[src/shared/mcheck_pkg.sv]
// package: field layout, reset value and carrier types of the machine check status logic
package mcheck_pkg;

    // ************************************************************
    // register layout
    // ************************************************************
    localparam int          STATUS_WIDTH        = 32;
    localparam int          USED_BITS           = 9;
    localparam int          POS_SUMMARY         = 0;
    localparam int          POS_INSTR_READ_BUS  = 1;
    localparam int          POS_DATA_READ_BUS   = 2;
    localparam int          POS_DATA_WRITE_BUS  = 3;
    localparam int          POS_TRANSLATION_PAR = 4;
    localparam int          POS_ICACHE_PAR      = 5;
    localparam int          POS_DCACHE_SEARCH   = 6;
    localparam int          POS_DCACHE_FLUSH    = 7;
    localparam int          POS_IMPRECISE       = 8;
    localparam int          CAUSE_FIRST         = 1;
    localparam int          CAUSE_LAST          = 7;
    localparam logic [31:0] STATUS_RESET        = 32'h0000_0000;
    localparam logic [8:0]  USED_MASK           = 9'h1FF;

    // ************************************************************
    // event cause codes: each code other than CAUSE_NONE equals the bit position it sets
    // ************************************************************
    typedef enum logic [2:0] {
        CAUSE_NONE              = 3'h0,
        CAUSE_INSTR_READ_BUS    = 3'h1,
        CAUSE_DATA_READ_BUS     = 3'h2,
        CAUSE_DATA_WRITE_BUS    = 3'h3,
        CAUSE_TRANSLATION_PAR   = 3'h4,
        CAUSE_ICACHE_PAR        = 3'h5,
        CAUSE_DCACHE_SEARCH_PAR = 3'h6,
        CAUSE_DCACHE_FLUSH_PAR  = 3'h7
    } cause_e;

    // one machine check exception report from the core
    typedef struct packed {
        logic   valid;
        logic   async;
        cause_e cause;
    } check_event_s;

    // special register access from the move-to / move-from path
    typedef struct packed {
        logic        rdEn;
        logic        wrEn;
        logic [31:0] wrMask;
    } spr_req_s;

endpackage

[src/core/machine_check_status.sv]
// machine check cause status register with write-one-to-clear access and interrupt request
//
// Functional notes
// RQ1 - asynchronous machine check sets summary plus cause
// RQ2 - interrupt when check enable and summary set
// RQ3 - write is clear mask: one clears bit
// RQ4 - summary set always with exactly one cause
// RQ5 - bit 1: instruction read bus error
// RQ6 - bit 2: data read bus error
// RQ7 - bit 3: data write bus error
// RQ8 - bit 4: translation buffer parity error
// RQ9 - bit 5: instruction cache parity error
// RQ10 - bit 6: data cache search parity only
// RQ11 - bit 7: data cache flush parity only
// RQ12 - bit 8: event while check enable is 0
// RQ13 - bits sticky until cleared; reserved read zero
module machine_check_status #(
    parameter int REG_WIDTH = 32
) (
    // clock and reset
    input  wire logic                    clk,
    input  wire logic                    rst_b,
    // exception reports and machine state
    input  wire mcheck_pkg::check_event_s checkEvent,
    input  wire logic                    checkEnable,
    // special register access
    input  wire mcheck_pkg::spr_req_s    sprReq,
    output logic [REG_WIDTH-1:0]         sprRdData,
    // status view and interrupt request
    output logic [REG_WIDTH-1:0]         machine_check_cause_status,
    output logic                         machineCheckIrq
);
    import mcheck_pkg::*;

    // ************************************************************
    // elaboration checks
    // ************************************************************
    if (REG_WIDTH != STATUS_WIDTH) begin : g_width_check
        $error("machine_check_status: REG_WIDTH must equal the 32-bit register width");
    end

    // ************************************************************
    // state
    // ************************************************************
    typedef struct packed {
        logic [USED_BITS-1:0] status;
        logic [REG_WIDTH-1:0] rdData;
    } state_s;

    state_s state_q;
    state_s state_d;

    logic [USED_BITS-1:0] setBits;
    logic [USED_BITS-1:0] clrBits;
    logic                 takeEvent;

    // ************************************************************
    // next state
    // ************************************************************
    always_comb begin
        setBits   = '0;
        clrBits   = '0;
        takeEvent = checkEvent.valid && checkEvent.async;
        if (takeEvent) begin
            // summary and cause always land in the same update
            unique case (checkEvent.cause)
                CAUSE_INSTR_READ_BUS: begin
                    setBits[POS_INSTR_READ_BUS] = 1'b1; // RQ5
                end
                CAUSE_DATA_READ_BUS: begin
                    setBits[POS_DATA_READ_BUS] = 1'b1; // RQ6
                end
                CAUSE_DATA_WRITE_BUS: begin
                    setBits[POS_DATA_WRITE_BUS] = 1'b1; // RQ7
                end
                CAUSE_TRANSLATION_PAR: begin
                    setBits[POS_TRANSLATION_PAR] = 1'b1; // RQ8
                end
                CAUSE_ICACHE_PAR: begin
                    setBits[POS_ICACHE_PAR] = 1'b1; // RQ9
                end
                CAUSE_DCACHE_SEARCH_PAR: begin
                    setBits[POS_DCACHE_SEARCH] = 1'b1; // RQ10
                end
                CAUSE_DCACHE_FLUSH_PAR: begin
                    setBits[POS_DCACHE_FLUSH] = 1'b1; // RQ11
                end
                default: begin
                    // an event without a cause is dropped so no event sets the summary alone
                    setBits = '0;
                end
            endcase
            if (setBits != '0) begin
                setBits[POS_SUMMARY] = 1'b1; // RQ1 RQ4
                // flagged whether or not the summary was already pending
                setBits[POS_IMPRECISE] = !checkEnable; // RQ12
            end
        end
        if (sprReq.wrEn) begin
            clrBits = sprReq.wrMask[USED_BITS-1:0] & USED_MASK; // RQ3
        end
        state_d        = state_q;
        // a set in the cycle of its clear wins, so no event is lost
        state_d.status = (state_q.status & ~clrBits) | setBits; // RQ3 RQ13
        if (sprReq.rdEn) begin
            // reads return the value before this cycle's update; reserved bits read zero
            state_d.rdData = {{(REG_WIDTH-USED_BITS){1'b0}}, state_q.status}; // RQ13
        end
    end

    always_ff @(posedge clk or negedge rst_b) begin
        if (!rst_b) begin
            state_q.status <= STATUS_RESET[USED_BITS-1:0];
            state_q.rdData <= STATUS_RESET;
        end else begin
            state_q <= state_d;
        end
    end

    // ************************************************************
    // outputs
    // ************************************************************
    assign sprRdData                  = state_q.rdData;
    assign machine_check_cause_status = {{(REG_WIDTH-USED_BITS){1'b0}}, state_q.status};
    assign machineCheckIrq            = checkEnable && state_q.status[POS_SUMMARY]; // RQ2

    logic validCause;
    assign validCause = checkEvent.cause != CAUSE_NONE;
endmodule

[config.mk]
export PLATFORM = sky130hd
export DESIGN_NAME = machine_check_status
export DESIGN_NICKNAME = d
export VERILOG_FILES = /design/src/shared/mcheck_pkg.sv /design/src/core/machine_check_status.sv
export SDC_FILE = /design/constraint.sdc
export NUM_CORES = 1
export LEC_CHECK = 0
export BUFFER_PORTS_ARGS = -buffer_cell sky130_fd_sc_hd__buf_2
export CORE_ASPECT_RATIO = 1.25
export CORE_MARGIN = 2
export CORE_UTILIZATION = 30
export DETAILED_ROUTE_END_ITERATION = 8
export GPL_TIMING_DRIVEN = 0
export PLACE_DENSITY = 0.74
export SLEW_MARGIN = 20
export SYNTH_ARGS = -nofsm -noshare
export SYNTH_HDL_FRONTEND = slang
export SYNTH_SLANG_ARGS = --single-unit
[constraint.sdc]
create_clock -name clk -period 2.2 [get_ports clk]
set_input_delay 0.11 -clock clk [delete_from_list [all_inputs] [get_ports clk]]
set_output_delay 0.11 -clock clk [all_outputs]
set_load 0.005 [all_outputs]
=== Word level (Yosys, flattened, before mapping) ===
Index checks and enable logic that the tools add are counted.
Widths: inputs -> output; s select.

* Register bits after elaboration: 18
* Bits in latches: 0
* RAM bits: 0
* ROM bits: 0
* Input port bits: 42
* Output and inout port bits: 65
* Logic and storage cells: 35
* Memories: 0

* $add $sub $neg: 0
* Multiply operators: 0
* Divide/modulo/power cells: 0
* $lt $le $gt $ge: 0
* Equal/unequal tests: 7
* Shift-type cells: 0
* Mux-type cells: 19
* Bitwise operators: 3
* Reduce and logical (&&, ||, !) cells: 4

{| class="wikitable"
|+ Operators by type and width
! operator !! number
|-
| $mux 9 || 2
|-
| $mux 1 || 17
|-
| $eq 3x3->1 const B || 4
|-
| $and 9x9->9 || 1
|-
| $not 9->9 || 1
|-
| $or 9x9->9 || 1
|-
| $reduce_bool 9->1 || 1
|-
| $eq 3x2->1 const B || 2
|-
| $eq 3x1->1 const B || 1
|-
| $logic_and 1x1->1 || 2
|-
| $logic_not 1->1 || 1
|}

=== Logic depth before layout (Yosys ltp) ===
* Word-level depth: 7
* Gate-level depth with buffers: 3
* Mapped depth without buffers: 2

=== Worst setup path after synthesis ===
Ideal clock, no wire load.

* Path kind: register -> register
* From: register state_q (netlist bit machine_check_cause_status[0])
* To: register state_q (netlist bit sprRdData[0])
* Library setup time: 0.125 ns
* Data arrival time: 0.634 ns
* Required time: 2.075 ns
* Slack: 1.442 ns
* Stages on the path, launching flop included: 2
* Buffers on the path: 0
* Period minus slack after synthesis: 0.758 ns
* Path through: dfrtp_1 mux2_2

{| class="wikitable"
|+ RTL lines
! item !! RTL line !! source
|-
| from (decl) || machine_check_status.sv:50 || <nowiki>state_s state_q;</nowiki>
|-
| from (signal assigned) || machine_check_status.sv:116 || <nowiki>state_q <= state_d;</nowiki>
|}

No word-level cell between the ends.

=== Worst setup path in the final report ===
* From: register state_q (netlist bit machine_check_cause_status[0])
* To: output port machineCheckIrq

* Word-level cells in the longest chain between the ends: 1

{| class="wikitable"
|+ Ends and longest elaborated chain
! item !! RTL line !! source
|-
| $logic_and 1x1->1 || machine_check_status.sv:125 || <nowiki>assign machineCheckIrq = checkEnable && state_q.status[POS_SUMMARY];</nowiki>
|-
| to (decl) || machine_check_status.sv:31 || <nowiki>output logic machineCheckIrq</nowiki>
|}

No other way between the ends.

==> metrics.md <==
| Metric | Value |
|---|---|
| Status | completed |
| Core area | 3483 µm² |
| Number of global-route vias before repair | 686 |
| F_max | 1006 MHz |
| Critical path class | flop to output port |
| CP arrival | 0.88 ns |
| R2R setup slack | 1.42 ns |
| H-tree levels | 1 |
| Design Power | 794.3 µW |
| Main flop type after synthesis | dfrtp_1 |
| Die Width | 57.88 µm |
| Initial antenna violation count | 0 |
| EDFF count, synth | 0 |
| Post-synth top area share | 0.4138 |
| RR Startpoint | machine_check_cause_status[6] |
| Worst Path Buf+Inv | 1 |
| Final ANT Viol Nets | 0 |
| CP startpoint kind | flop |
| Antenna cells | 0 |
| Initial DRC count | 10 |
| Crit path time final | 0.9938 ns |
| CTS sink cnt | 18 |
| Vias | 809 |
| Boundary Pins | 107 |
| Clk buf depth | 2 |
| Initial Utilization | 0.3125 |
| Mapped Cells | 102 |
| Synth-to-layout area growth | 40.80% |
| Vias/cell | 3.596 |
| Hold Fails Final Rpt | 0 |
| Post-layout nets | 230 |
| Top cells by count, synth | buf_4 (46), dfrtp_1 (18), nand2_1 (10) |
| Hold WC Path Type | input pin to flop |
| Post-Syn Area per Cell | 10.67 µm² |
| PortBufs | 35 |
| Delay-heaviest family, CP | flip-flops |
| Maxcap violations | 0 |
| Crit. Startpoint | machine_check_cause_status[0] |
| Worst path depth | 2 |
| Die area | 4129 µm² |
| Max VDD drop | 0.3136 mV |
| Flops & latches, synth | 18 |
| CTS resizes | 0 |
| Max-slew violations | 0 |
| Post-Layout Cell Count | 225 |
| CP Max Fanout | 4 |
| FP Rows | 24 |
| Final Cell Area | 1533 µm² |
| WP data required | 2.09 ns |
| RD Place Congestion | 0.7166 |
| Clock latency on the worst-skew pair | 0.25 ns |
| Num CTS Buffers | 3 |
| Leakage power | 0.0009281 µW |
| Average wire per standard cell | 9.160 µm |
| Synth warn | 0 |
| Overflow after GRT | 0 |
| Die H | 71.35 µm |
| Clock transition at the registers of the reported paths | 0.06 ns |
| Share of cells above drive strength 1 | 0.5215 |
| Critical-path cell list | and2_1 -> buf_2 |
| Final Util | 0.4400 |
| Root Driver | clkbuf_8 |
| Largest net degree at the start of global routing | 19 |
| Crit path largest cell delay | 0.39 ns |
| Filler cells | 355 |
| RSZ-0062 raised after global routing | false |
| Cell area after synthesis | 1089 µm² |
| Area leader, netlist | dfrtp_1 |
| Dpl cells | 221 |
| Residual DRC | 0 |
| Fin Setup TNS | 0 ns |
| Post-synth cell types | 15 |
| First-pass GRT wire length | 3070 µm |
| Crit path capture | machineCheckIrq |
| CP endpoint kind | output port |
| Wirelength, routed | 2061 µm |
| Final worst clock skew | 0.002171 ns |
| Area of placed instances | 1481 µm² |
| R2r endpoint | sprRdData[6] |
| Finish-stage setup viols | 0 |
| FF-to-FF path depth | 1 |
| Tcrit/Tclk final | 0.4517 |
| Synth async-reset ratio | 1.000 |
| CTS tree | yes |
| Synth area leaders | dfrtp_1 (41%), buf_4 (32%), mux2_2 (9.3%) |
| Slowest cell on crit path | dfrtp_1 |
| Gr usage total | 0.09534 |
| Total iterations of the first detailed-routing run | 3 |
| HPWL after DPL | 1725 µm |
| Most common cell in the netlist | buf_4 |
| Pwr dens | 518.2 nW/µm² |
| Sequential share of the synthesized area | 0.4138 |
-- report_power, final --
part           switching, µW  internal [µW]  total (µW)  leakage [µW]
clock                   96.5            121         218     0.0000216
combinational           78.9            117         196      0.000669
sequential              17.6            363         381      0.000237
total                    193            601         794      0.000928
-- metrics by stage --
stage	worst slack (ns)	hold WS (ns)
after floorplan	1.442	-0.1856
after detailed placement	1.401	0.06464
after global placement	1.387	0.05779
after CTS	1.199	0.04074
final	1.206	0.04230
after global routing	1.162	0.03583
-- flip-flops by register name, indices dropped and copies added (netlist names) --
| register | count |
|---|---|
| machine_check_cause_status | 9 |
| sprRdData | 9 |
-- layer usage --
layer,global-route usage,wire length (µm)
met3,0.03610,296
met1,0.1120,801
met2,0.1591,956
met4,0.03101,7
met5,0,0
-- cell type report --
class                   count  area (µm²)  area share
flip-flops and latches     18       450.4      0.2939
multi-input cells          81       445.4      0.2906
plain buffers              48       361.6      0.2359
repair buffers             36       185.2      0.1208
well taps                  39       48.80     0.03184
clock buffers               3       41.29     0.02694
-- placed cells by master, fill, tap and decap left out --
cell type	n
a21bo_2	1
and2_1	1
buf_2	36
buf_4	46
buf_6	1
clkbuf_8	3
conb_1	46
dfrtp_1	18
dlygate4sd3_1	1
mux2_2	9
nand2_1	10
nand2b_1	2
nand3_1	1
nand3b_1	1
o2bb2ai_1	8
o311ai_2	1
or2_0	1
-- cell families (layout without fill, tap and decap cells) --
| family | count (synthesis) | after routing | share of synthesized area |
|---|---|---|---|
| other | 1 | 46 | 0.003445 |
| buffers and inverters | 48 | 87 | 0.3322 |
| and+or+nand+nor | 16 | 16 | 0.06897 |
| DFF | 18 | 18 | 0.4138 |
| muxes | 9 | 9 | 0.09311 |
| AOI/OAI and AO/OA | 10 | 10 | 0.08851 |
-- repair_timing --
action,in CTS,in global routing
hold endpoints to repair,18,0
hold buffers,1,0
setup endpoints to repair,0,0
buffers inserted,0,0
-- worst min path at each step --
stage,slack (ns),start,depth (start not counted),to
finish,0.04,checkEnable,2,machine_check_cause_status[8]
global route,0.04,checkEnable,2,machine_check_cause_status[8]
detailed placement,0.06,rst_b,1,sprRdData[6]
floorplan,-0.19,rst_b,0,machine_check_cause_status[0]
CTS,0.04,checkEnable,2,machine_check_cause_status[8]
global placement,0.06,rst_b,1,sprRdData[6]
Power figures use the tool's default switching activity.
